===== src/common/lpc_decode_pkg.sv =====
package lpc_decode_pkg;

  // slave cpu side register select codes
  localparam logic [1:0]  CPU_OFF_CTRL0   = 2'h0;
  localparam logic [1:0]  CPU_OFF_BASE_HI = 2'h1;
  localparam logic [1:0]  CPU_OFF_BASE_LO = 2'h2;

  // host_if_control_zero fields
  localparam int          EN3_POS         = 7;
  localparam int          EN2_POS         = 6;
  localparam int          EN1_POS         = 5;
  localparam logic [7:0]  CTRL0_RESET     = 8'h00;
  localparam logic [7:0]  BASE_HI_RESET   = 8'h00;
  localparam logic [7:0]  BASE_LO_RESET   = 8'h00;

  // fixed host i/o addresses
  localparam logic [15:0] CH1_DATA_ADDR   = 16'h0060;
  localparam logic [15:0] CH1_STAT_ADDR   = 16'h0064;
  localparam logic [15:0] CH2_DATA_ADDR   = 16'h0062;
  localparam logic [15:0] CH2_STAT_ADDR   = 16'h0066;
  // channel 3 answers the 32-byte aligned window that holds its base
  localparam int          CH3_WIN_BITS    = 5;

  // lad nibble codes
  localparam logic [3:0]  LAD_START       = 4'h0;
  localparam logic [3:0]  CT_IO_READ      = 4'h0;
  localparam logic [3:0]  CT_IO_WRITE     = 4'h2;
  localparam logic [3:0]  SYNC_READY      = 4'h0;
  localparam logic [3:0]  LAD_IDLE        = 4'hf;

  localparam logic [1:0]  CH_NONE         = 2'h0;
  localparam logic [1:0]  CH_1            = 2'h1;
  localparam logic [1:0]  CH_2            = 2'h2;
  localparam logic [1:0]  CH_3            = 2'h3;

  localparam logic [1:0]  NIB_LAST        = 2'h3;
  localparam logic [1:0]  NIB_SECOND      = 2'h1;

  typedef enum logic [3:0] {
    ST_IDLE, ST_TYPE, ST_ADDR, ST_WDATA, ST_TAR1, ST_SYNC, ST_RDATA, ST_TAR2, ST_SKIP
  } lpc_state_t;

endpackage


===== src/hw/lpc_channel_enable_decode.sv =====
`timescale 1ns/100ps
`default_nettype none
module lpc_channel_enable_decode
  import lpc_decode_pkg::*;
(
  input  wire logic        ref_clk,
  input  wire logic        rst_n,
  input  wire logic        cpu_wr,
  input  wire logic [1:0]  cpu_addr,
  input  wire logic [7:0]  cpu_wdata,
  output logic      [7:0]  cpu_rdata,
  input  wire logic        legacy_host_if_enable_bit,
  input  wire logic        lclk,
  input  wire logic        lframe_n,
  input  wire logic [3:0]  lad_in,
  output logic      [3:0]  lad_out,
  output logic             lad_oe,
  output logic             lpc_active,
  output logic             host_wr_pulse,
  output logic             host_rd_pulse,
  output logic      [1:0]  host_chan,
  output logic      [15:0] host_addr,
  output logic      [7:0]  host_wdata,
  input  wire logic [7:0]  host_rd_data
);

  logic [7:0]  ctrl0;
  logic [7:0]  base_hi;
  logic [7:0]  base_lo;
  logic [7:0]  next_ctrl0;
  logic [7:0]  next_base_hi;
  logic [7:0]  next_base_lo;

  // legacy enable intentionally unread: lpc decode ignores it
  logic        unused_legacy;
  assign unused_legacy = legacy_host_if_enable_bit;

  always_comb begin
    next_ctrl0   = ctrl0;
    next_base_hi = base_hi;
    next_base_lo = base_lo;
    if (cpu_wr) begin
      case (cpu_addr)
        CPU_OFF_CTRL0: begin
          // only the three enables are held here
          next_ctrl0 = cpu_wdata & 8'he0;
        end
        CPU_OFF_BASE_HI: next_base_hi = cpu_wdata;
        CPU_OFF_BASE_LO: next_base_lo = cpu_wdata;
        default: ;
      endcase
    end
  end

  always_ff @(posedge ref_clk or negedge rst_n) begin
    if (!rst_n) begin
      ctrl0   <= CTRL0_RESET;
      base_hi <= BASE_HI_RESET;
      base_lo <= BASE_LO_RESET;
    end else begin
      ctrl0   <= next_ctrl0;
      base_hi <= next_base_hi;
      base_lo <= next_base_lo;
    end
  end

  always_comb begin
    case (cpu_addr)
      CPU_OFF_CTRL0:   cpu_rdata = ctrl0;
      CPU_OFF_BASE_HI: cpu_rdata = base_hi;
      CPU_OFF_BASE_LO: cpu_rdata = base_lo;
      default:         cpu_rdata = 8'h00;
    endcase
  end

  assign lpc_active = ctrl0[EN3_POS] | ctrl0[EN2_POS] | ctrl0[EN1_POS];

  // pin synchronisers; first stage feeds only the second
  logic       lclk_s1;
  logic       lclk_s2;
  logic       lclk_d;
  logic       lframe_s1;
  logic       lframe_s2;
  logic [3:0] lad_s1;
  logic [3:0] lad_s2;

  always_ff @(posedge ref_clk or negedge rst_n) begin
    if (!rst_n) begin
      lclk_s1   <= 1'b0;
      lclk_s2   <= 1'b0;
      lclk_d    <= 1'b0;
      lframe_s1 <= 1'b1;
      lframe_s2 <= 1'b1;
      lad_s1    <= LAD_IDLE;
      lad_s2    <= LAD_IDLE;
    end else begin
      lclk_s1   <= lclk;
      lclk_s2   <= lclk_s1;
      lclk_d    <= lclk_s2;
      lframe_s1 <= lframe_n;
      lframe_s2 <= lframe_s1;
      lad_s1    <= lad_in;
      lad_s2    <= lad_s1;
    end
  end

  logic lclk_rise;
  assign lclk_rise = lclk_s2 & ~lclk_d;

  function automatic logic [1:0] chan_hit(input logic [15:0] a, input logic [7:0] en,
                                          input logic [15:0] base);
    if (en[EN1_POS] && (a == CH1_DATA_ADDR || a == CH1_STAT_ADDR)) begin
      chan_hit = CH_1;
    end else if (en[EN2_POS] && (a == CH2_DATA_ADDR || a == CH2_STAT_ADDR)) begin
      chan_hit = CH_2;
    end else if (en[EN3_POS] && a[15:CH3_WIN_BITS] == base[15:CH3_WIN_BITS]) begin
      chan_hit = CH_3;
    end else begin
      chan_hit = CH_NONE;
    end
  endfunction

  lpc_state_t  state;
  lpc_state_t  next_state;
  logic [1:0]  cnt;
  logic [1:0]  next_cnt;
  logic        is_write;
  logic        next_is_write;
  logic [15:0] addr_sh;
  logic [15:0] next_addr_sh;
  logic [7:0]  rd_hold;
  logic [7:0]  next_rd_hold;
  logic [3:0]  next_lad_out;
  logic        next_lad_oe;
  logic        next_wr_pulse;
  logic        next_rd_pulse;
  logic [1:0]  next_host_chan;
  logic [7:0]  next_host_wdata;
  logic [15:0] full_addr;
  logic [1:0]  hit;

  assign full_addr = {addr_sh[11:0], lad_s2};
  assign hit       = chan_hit(full_addr, ctrl0, {base_hi, base_lo});

  always_comb begin
    next_state      = state;
    next_cnt        = cnt;
    next_is_write   = is_write;
    next_addr_sh    = addr_sh;
    next_rd_hold    = rd_hold;
    next_lad_out    = lad_out;
    next_lad_oe     = lad_oe;
    next_wr_pulse   = 1'b0;
    next_rd_pulse   = 1'b0;
    next_host_chan  = host_chan;
    next_host_wdata = host_wdata;
    if (lclk_rise) begin
      next_cnt = cnt + 2'd1;
      if (!lframe_s2) begin
        // frame asserted restarts or aborts any cycle
        next_lad_oe = 1'b0;
        next_cnt    = 2'd0;
        next_state  = (lad_s2 == LAD_START && lpc_active) ? ST_TYPE : ST_IDLE;
      end else begin
        case (state)
          ST_TYPE: begin
            next_cnt      = 2'd0;
            next_is_write = (lad_s2 == CT_IO_WRITE);
            if (lad_s2 == CT_IO_READ || lad_s2 == CT_IO_WRITE) begin
              next_state = ST_ADDR;
            end else begin
              next_state = ST_SKIP;
            end
          end
          ST_ADDR: begin
            next_addr_sh = full_addr;
            if (cnt == NIB_LAST) begin
              next_cnt       = 2'd0;
              next_host_chan = hit;
              if (hit == CH_NONE) begin
                next_state = ST_SKIP;
              end else if (is_write) begin
                next_state = ST_WDATA;
              end else begin
                next_state    = ST_TAR1;
                next_rd_pulse = 1'b1;
              end
            end
          end
          ST_WDATA: begin
            if (cnt == NIB_SECOND) begin
              next_host_wdata[7:4] = lad_s2;
              next_wr_pulse        = 1'b1;
              next_cnt             = 2'd0;
              next_state           = ST_TAR1;
            end else begin
              next_host_wdata[3:0] = lad_s2;
            end
          end
          ST_TAR1: begin
            if (cnt == NIB_SECOND) begin
              next_rd_hold = host_rd_data;
              next_lad_out = SYNC_READY;
              next_lad_oe  = 1'b1;
              next_state   = ST_SYNC;
            end
          end
          ST_SYNC: begin
            next_cnt = 2'd0;
            if (is_write) begin
              next_lad_out = LAD_IDLE;
              next_state   = ST_TAR2;
            end else begin
              next_lad_out = rd_hold[3:0];
              next_state   = ST_RDATA;
            end
          end
          ST_RDATA: begin
            next_lad_out = rd_hold[7:4];
            if (cnt == NIB_SECOND) begin
              next_lad_out = LAD_IDLE;
              next_state   = ST_TAR2;
            end
          end
          ST_TAR2: begin
            next_lad_oe = 1'b0;
            next_state  = ST_IDLE;
          end
          ST_IDLE, ST_SKIP: next_lad_oe = 1'b0;
          default: begin
            next_lad_oe = 1'b0;
            next_state  = ST_IDLE;
          end
        endcase
      end
    end
  end

  always_ff @(posedge ref_clk or negedge rst_n) begin
    if (!rst_n) begin
      state         <= ST_IDLE;
      cnt           <= 2'd0;
      is_write      <= 1'b0;
      addr_sh       <= 16'h0000;
      rd_hold       <= 8'h00;
      lad_out       <= LAD_IDLE;
      lad_oe        <= 1'b0;
      host_wr_pulse <= 1'b0;
      host_rd_pulse <= 1'b0;
      host_chan     <= CH_NONE;
      host_wdata    <= 8'h00;
    end else begin
      state         <= next_state;
      cnt           <= next_cnt;
      is_write      <= next_is_write;
      addr_sh       <= next_addr_sh;
      rd_hold       <= next_rd_hold;
      lad_out       <= next_lad_out;
      lad_oe        <= next_lad_oe;
      host_wr_pulse <= next_wr_pulse;
      host_rd_pulse <= next_rd_pulse;
      host_chan     <= next_host_chan;
      host_wdata    <= next_host_wdata;
    end
  end

  assign host_addr = addr_sh;

endmodule // lpc_channel_enable_decode
`default_nettype wire


===== config.mk =====
export PLATFORM = sky130hd
export DESIGN_NAME = lpc_channel_enable_decode
export DESIGN_NICKNAME = d
export VERILOG_FILES = /design/src/common/lpc_decode_pkg.sv /design/src/hw/lpc_channel_enable_decode.sv
export SDC_FILE = /design/constraint.sdc
export NUM_CORES = 1
export LEC_CHECK = 0
export BUFFER_PORTS_ARGS = -buffer_cell sky130_fd_sc_hd__buf_2
export CAP_MARGIN = 20
export CELL_PAD_IN_SITES_DETAIL_PLACEMENT = 1
export CELL_PAD_IN_SITES_GLOBAL_PLACEMENT = 1
export CORE_MARGIN = 4
export CORE_UTILIZATION = 44
export CTS_CLUSTER_SIZE = 10
export DETAILED_ROUTE_END_ITERATION = 6
export PLACE_DENSITY = 0.87
export SLEW_MARGIN = 10
export SYNTH_ARGS = -nofsm -noshare
export SYNTH_HDL_FRONTEND = slang
export SYNTH_SLANG_ARGS = --single-unit

===== constraint.sdc =====
create_clock -name ref_clk -period 2.9 [get_ports ref_clk]
set_input_delay 0.29 -clock ref_clk [delete_from_list [all_inputs] [get_ports ref_clk]]
set_output_delay 0.29 -clock ref_clk [all_outputs]
set_load 0.03 [all_outputs]

==> results of run 1 <==
[sequential cells by signal, indices dropped and copies added, names as in the netlist, 2 cells and up]
name	flops
host_wdata	8
lad_out	4
base_hi	8
host_addr	16
lad_s2	4
lad_s1	4
base_lo	8
cnt	2
ctrl0	3
rd_hold	8
state	4
host_chan	2
[worst min-delay path by stage]
stage              start    endpoint  cells after the start
3_5_place_dp   lad_s1[1]   lad_s2[1]                      0
4_1_cts        lad_in[3]   lad_s1[3]                      1
6_report       lad_in[1]   lad_s1[1]                      1
3_3_place_gp     lclk_s1     lclk_s2                      0
5_1_grt        lad_in[1]   lad_s1[1]                      1
2_1_floorplan      rst_n  base_hi[0]                      0
[worst max-delay path, cell delays in order (launching register included)]
cell       delay, ps
dfrtp_1          380
inv_1             70
ha_1             370
or3b_1           410
o31ai_1           90
a2bb2oi_2        270
mux2_1           360
o211ai_1         100
[final cells by class]
cell class	count	area (um2)
tap	105	131
multi-input combinational	201	1600
clock buffer	9	124
fill	882	3820
clock inverter	7	85.1
timing repair buffer	73	410
sequential	80	2020
inverter	7	26.3
[metal layers]
metal / track usage / share of wire / routed length [um]
met2: 0.326 / 0.50 / 4510
met4: 0.0767 / 0.021 / 188
met3: 0.0473 / 0.049 / 442
met1: 0.247 / 0.43 / 3950
met5: 0 / 0 / 0
[what timing repair did]
| item | CTS | global route |
|---|---|---|
| hold buffers | 0 | 4 |
| hold endpoints to repair | 0 | 16 |
| setup endpoints to repair | 0 | 0 |
[stage by stage]
stage / hold WS (ps) / setup WS, ps / instances / cell area (um2) / utilization
6_report: 29.4 / 758 / 482 / 4390 / 0.534
5_1_grt: 6.44 / 644 / 482 / 4390 / 0.534
4_1_cts: 2.62 / 759 / 477 / 4320 / 0.526
3_5_place_dp: 347 / 800 / 461 / 4120 / 0.501
3_3_place_gp: 332 / 889 / 461 / 4120 / 0.501
2_1_floorplan: -5.59 / 1120 / 301 / 3710 / -
[logic make-up (layout without fill, tap and decap cells)]
logic type / after synthesis / in the layout / share of synthesized area
fa+ha+maj: 3 / 3 / 0.0101
flops: 80 / 80 / 0.544
buf+inv: 20 / 96 / 0.0256
simple gates: 79 / 79 / 0.127
mux: 57 / 57 / 0.172
xor+xnor: 11 / 11 / 0.0260
compound gates: 51 / 51 / 0.0954
[power groups by stage]
stage | Combinational [uW] | Sequential, uW | Clock, uW
final | 323 | 1270 | 878
after global placement | 295 | 1280 | 0
after global routing | 354 | 1280 | 958
after floorplan | 213 | 1260 | 0
after detailed placement | 313 | 1290 | 0
after CTS | 318 | 1270 | 893
[cells in the final DEF (no fill, tap or decap), types with 3 or more instances in the layout]
| cell type | n |
|---|---|
| buf_2 | 67 |
| dfrtp_1 | 66 |
| mux2_2 | 52 |
| nor2_1 | 19 |
| nand2_1 | 17 |
| dfstp_2 | 14 |
| xnor2_1 | 11 |
| o21ai_0 | 10 |
| nand4_1 | 10 |
| clkbuf_8 | 9 |
| a21oi_1 | 8 |
| inv_1 | 7 |
| a22o_1 | 5 |
| mux2i_1 | 4 |
| nor3_1 | 4 |
| o211ai_1 | 4 |
| o221ai_1 | 4 |
| o21a_1 | 4 |
| dlygate4sd3_1 | 4 |
| and4_1 | 3 |
| o31ai_1 | 3 |
| nand3_1 | 3 |
| ha_1 | 3 |
==> reports/metrics.yaml, run 1 <==
run_status:
  status: "complete, no violations"
critical_path:
  cp-startpoint: "cnt[1]"
  crit_path_max_fanout: 13
  rr_endpoint: "state[0]"
  r2r_cells: 7
  crit_end: "state[0]"
  reg2reg_slack_ps: 760
  endpoint_kind: "flop"
  crit_arrival_ps: 2420
  r2r-start: "cnt[1]"
  worstPathRequired_ps: 3180
  critPathLaunchType: "flop"
  crit_type: "reg2reg"
yosys:
  yosysMostFrequentCell: "dfrtp_1"
  synthCells: 301
  dominantRegCellSynth: "dfrtp_1"
  synth_top_area_cell: "dfrtp_1"
  synth_top_area_frac: 0.445
  yosys_warnings: 0
  syn_avg_cell_area_um2: 12.3
  ys_top_cells_by_area: "dfrtp_1, mux2_2, dfstp_2, xnor2_1, nor2_1"
  synth_area_um2: 3710
  synthArstFlopShare: 1.00
  ys_ff_latch: 80
  syn_nets: 332
  synth_edf_count: 0
  synth_seq_area_share: 0.544
  netlist-cell-type-count: 51
  synth_common_cells: "dfrtp_1, mux2_2, nor2_1, nand2_1, dfstp_2"
placed_design:
  port_buffers: 68
  place_hpwl_um: 6430
  place.gp.congestion: 0.842
detailed_routing:
  drt_iter0_drc: 129
  vias_per_cell: 5.56
  routed_wirelength_um: 9080
  antenna_left: 0
  via_count: 2681
  wl_per_cell_um: 18.8
  dr.pass1.iters: 4
  drc: 0
pwr:
  combinationalPowerShare: 0.131
  p_total_uw: 2470
  switching_share: 0.292
  leakage_uw: 0.00205
  seqPwrFrac: 0.514
  power.density_nw_per_um2: 563
  power_switching_uw: 721
  ir_drop_mv: 0.332
  p_int_uw: 1750
  p_clk_frac: 0.355
clock_network:
  postCtsSetupRepairBufs: 0
  clkSinkCount: 80
  clk_latency_ps: 360
  numCtsBuffers: 9
  tritoncts: "done"
  cts_buffer_depth: 2
  htreeDepth: 3
  post_cts_resize_count: 0
  cts_root_buffer: "clkbuf_8"
  clkTransAtPathRegs_ps: 90
global_routing:
  grt_pass1_wl_um: 15200
  overflow: 0
  grt_usage: 0.196
  grt_max_degree: 81
  grt_pass1_vias: 2913
  antenna_found_initial: 0
floorplan:
  die_area_um2: 9960
  rows: 33
  io-pin-count: 70
  die_w_um: 99.8
  dieHeight_um: 99.8
  initial_core_util: 0.451
  core_area_um2: 8220
timing:
  hold_violations: 0
  fmax_mhz: 467
  relSlewSlack: 0.564
  drv_slew: 0
  setup_viol: 0
  finalCriticalPeriod_ps: 2140
  rsz0062_at_grt: "no"
  setup_tns_ps: 0
  tightest_slew_ps: 653
  fin_crit_sh: 0.739
  fin_worst_skew_ps: 14.2
cells_and_area:
  diodes: 0
  fin_nets: 403
  drive_gt1_frac: 0.424
  syn2layout_area_growth_pct: 18.4
job:
  maxCapViolations: 0
hold_path:
  hp-class: "in2reg"
No activity file was read; power rests on OpenSTA's default activity.
==> inputs of run 2 (changes only) <==
--- a/config.mk
+++ b/config.mk
@@ -10,10 +10,10 @@
 export CELL_PAD_IN_SITES_DETAIL_PLACEMENT = 1
 export CELL_PAD_IN_SITES_GLOBAL_PLACEMENT = 1
 export CORE_MARGIN = 4
-export CORE_UTILIZATION = 44
+export CORE_UTILIZATION = 40
 export CTS_CLUSTER_SIZE = 10
 export DETAILED_ROUTE_END_ITERATION = 6
-export PLACE_DENSITY = 0.87
+export PLACE_DENSITY = 0.84
 export SLEW_MARGIN = 10
 export SYNTH_ARGS = -nofsm -noshare
 export SYNTH_HDL_FRONTEND = slang
==> constraint.sdc (replaced) <==
create_clock -name ref_clk -period 1.9 [get_ports ref_clk]
set_input_delay 0.19 -clock ref_clk [delete_from_list [all_inputs] [get_ports ref_clk]]
set_output_delay 0.19 -clock ref_clk [all_outputs]
set_load 0.03 [all_outputs]
==> reports/metrics.yaml, run 2 (synthesis gave the netlist of run 1 again) <==
clock_network:
  clkTransAtPathRegs_ps: 90  # about the same
  htreeDepth: 3  # unchanged
  numCtsBuffers: 9  # unchanged
  cts_buffer_depth: 2  # unchanged
  cts_root_buffer: "clkbuf_8"  # unchanged
  postCtsSetupRepairBufs: 0  # unchanged
  clk_latency_ps: 370  # was 360 ps
  clkSinkCount: 80  # unchanged
  tritoncts: "done"  # unchanged
floorplan:
  io-pin-count: 70  # unchanged
  die_area_um2: 10900  # was 9960 um2
  initial_core_util: 0.417  # was 0.451
  die_w_um: 104  # was 99.8 um
  core_area_um2: 8890  # was 8220 um2
  rows: 34  # was 33
  dieHeight_um: 104  # was 99.8 um
critical_path:
  crit_end: "state[3]"  # was state[0]
  max_stage_delay_ps: 410  # about the same
  reg2reg_slack_ps: 50  # was 760 ps
  timing.critical_path.cells: "ha_1 > mux2_2 > o22ai_1 > nand2_1 > and3_1 > a32o_1"  # was inv_1 > ha_1 > or3b_1 > o31ai_1 > a2bb2oi_2 > mux2_1 > o211ai_1
  r2r_cells: 6  # was 7
  slowest_stage: "dfrtp_1"  # was or3b_1
  crit_path_max_fanout: 4  # was 13
  cp-startpoint: "cnt[0]"  # was cnt[1]
  endpoint_kind: "flop"  # unchanged
  worstPathRequired_ps: 2140  # was 3180 ps
  r2r-start: "cnt[0]"  # was cnt[1]
  rr_endpoint: "state[3]"  # was state[0]
  critPathLaunchType: "flop"  # unchanged
  crit_type: "reg2reg"  # unchanged
  crit_arrival_ps: 2090  # was 2420 ps
cells_and_area:
  nFillCells: 941  # was 882
  stdcell_area_um2: 4630  # was 4390 um2
  syn2layout_area_growth_pct: 24.9  # was 18.4%
  fin_util: 0.521  # was 0.534
  regArea_um2: 2020  # about the same
  final_common_cell: "buf_2"  # unchanged
  drive_gt1_frac: 0.475  # was 0.424
  fin_nets: 428  # was 403
  final_cell_mix: "buf_2, dfrtp_1, mux2_2"  # unchanged
  multi_input_area_um2: 1630  # was 1600 um2
  largest_reg_flops: 16  # unchanged
  diodes: 0  # unchanged
detailed_routing:
  antenna_left: 0  # unchanged
  via_count: 2873  # was 2681
  vias_per_cell: 5.63  # was 5.56
  dr.pass1.iters: 4  # unchanged
  routed_wirelength_um: 10300  # was 9080 um
  drc: 0  # unchanged
  wl_per_cell_um: 20.1  # was 18.8 um
  drt_iter0_drc: 186  # was 129
pwr:
  leakage_uw: 0.00219  # was 0.00205 uW
  ir_drop_mv: 0.685  # was 0.332 mV
  power.density_nw_per_um2: 837  # was 563 nW/um2
global_routing:
  grt_usage: 0.195  # was 0.196
  overflow: 0  # unchanged
  gr-usage-met2: 0.338  # was 0.326
  grt_pass1_vias: 3153  # was 2913
  grt_pass1_wl_um: 16900  # was 15200 um
  antenna_found_initial: 0  # unchanged
  grt.busiest_layer: "met2"  # unchanged
  met1_usage: 0.245  # was 0.247
  grt_max_degree: 46  # was 81
  use_met3: 0.0329  # was 0.0473
placed_design:
  place_hpwl_um: 7160  # was 6430 um
  place.gp.congestion: 0.828  # was 0.842
  place_area_um2: 4300  # was 4120 um2
  port_buffers: 68  # unchanged
timing:
  finalCriticalPeriod_ps: 1850  # was 2140 ps
  relSlewSlack: 0.683  # was 0.564
  fmax_mhz: 541  # was 467 MHz
  fin_worst_skew_ps: 11.3  # was 14.2 ps
  hold_violations: 0  # unchanged
  fin_crit_sh: 0.973  # was 0.739
  drv_slew: 0  # unchanged
  setup_viol: 0  # unchanged
  tightest_slew_ps: 472  # was 653 ps
  setup_tns_ps: 0  # unchanged
job:
  maxCapViolations: 0  # unchanged
run_status:
  status: "complete, no violations"  # unchanged
hold_path:
  hp-class: "in2reg"  # unchanged
==> run 2: changes by cell type in the layout (fill, tap and decap cells not counted), moves of 2 or more <==
cell,previous run,this run
buf_4,1,23
nor4b_1,2,0
clkinvlp_4,2,0
dlygate4sd3_1,4,7
nor4b_2,0,2
==> run 2: critical path, delay by kind of cell (launching register included) <==
kind	cells	cell delay (ps)
and+or+nand+nor	2	340
DFF	1	410
adders and majority gates	1	280
muxes	1	280
AOI/OAI and AO/OA	2	410
==> run 2: power by group <==
group          internal [uW]  switching [uW]  total [uW]
combinational            236             297         533
clock                    653             754        1410
sequential              1820             114        1940
==> run 2: layout make-up <==
| class | instances | share of cell area |
|---|---|---|
| clock buffer | 9 | 0.0267 |
| timing repair buffer | 98 | 0.129 |
| sequential | 80 | 0.436 |
| clock inverter | 7 | 0.0211 |
| tap | 108 | 0.0292 |
| multi-input combinational | 201 | 0.352 |
| inverter | 7 | 0.00567 |
==> run 2: how the worst min path moves through the flow <==
stage                    start       endpoint  slack (ps)  cells after the start
6_report       host_rd_data[2]     rd_hold[2]          60                      2
5_1_grt        host_rd_data[7]     rd_hold[7]          40                      2
4_1_cts        host_rd_data[2]     rd_hold[2]          40                      2
3_5_place_dp             rst_n  host_wdata[0]         170                      1
3_3_place_gp             rst_n  host_wdata[0]         160                      1
2_1_floorplan            rst_n     base_hi[0]        -110                      0
==> run 2: stage by stage <==
step | total power [uW] | cells | hold slack, ps | setup slack [ps]
floorplan | 2250 | 301 | -106 | 124
global placement | 2440 | 487 | 161 | 107
detailed placement | 2480 | 487 | 165 | -34.7
CTS | 3900 | 510 | 44.5 | 1.83
global route | 4060 | 510 | 41.8 | -79.2
finish | 3880 | 510 | 55.7 | 50.9
==> run 2: timing repair <==
item | CTS | global route
endpoints found under the hold margin | 27 | 0
setup endpoints to repair | 1 | 13
pin swaps | 0 | 1
gates resized for setup | 1 | 8
hold buffers | 7 | 0
==> run 2: metal layers <==
layer  share of wire  wire, um
met1            0.43      4370
met2            0.51      5200
met3           0.052       533
met4           0.015       155
met5               0         0
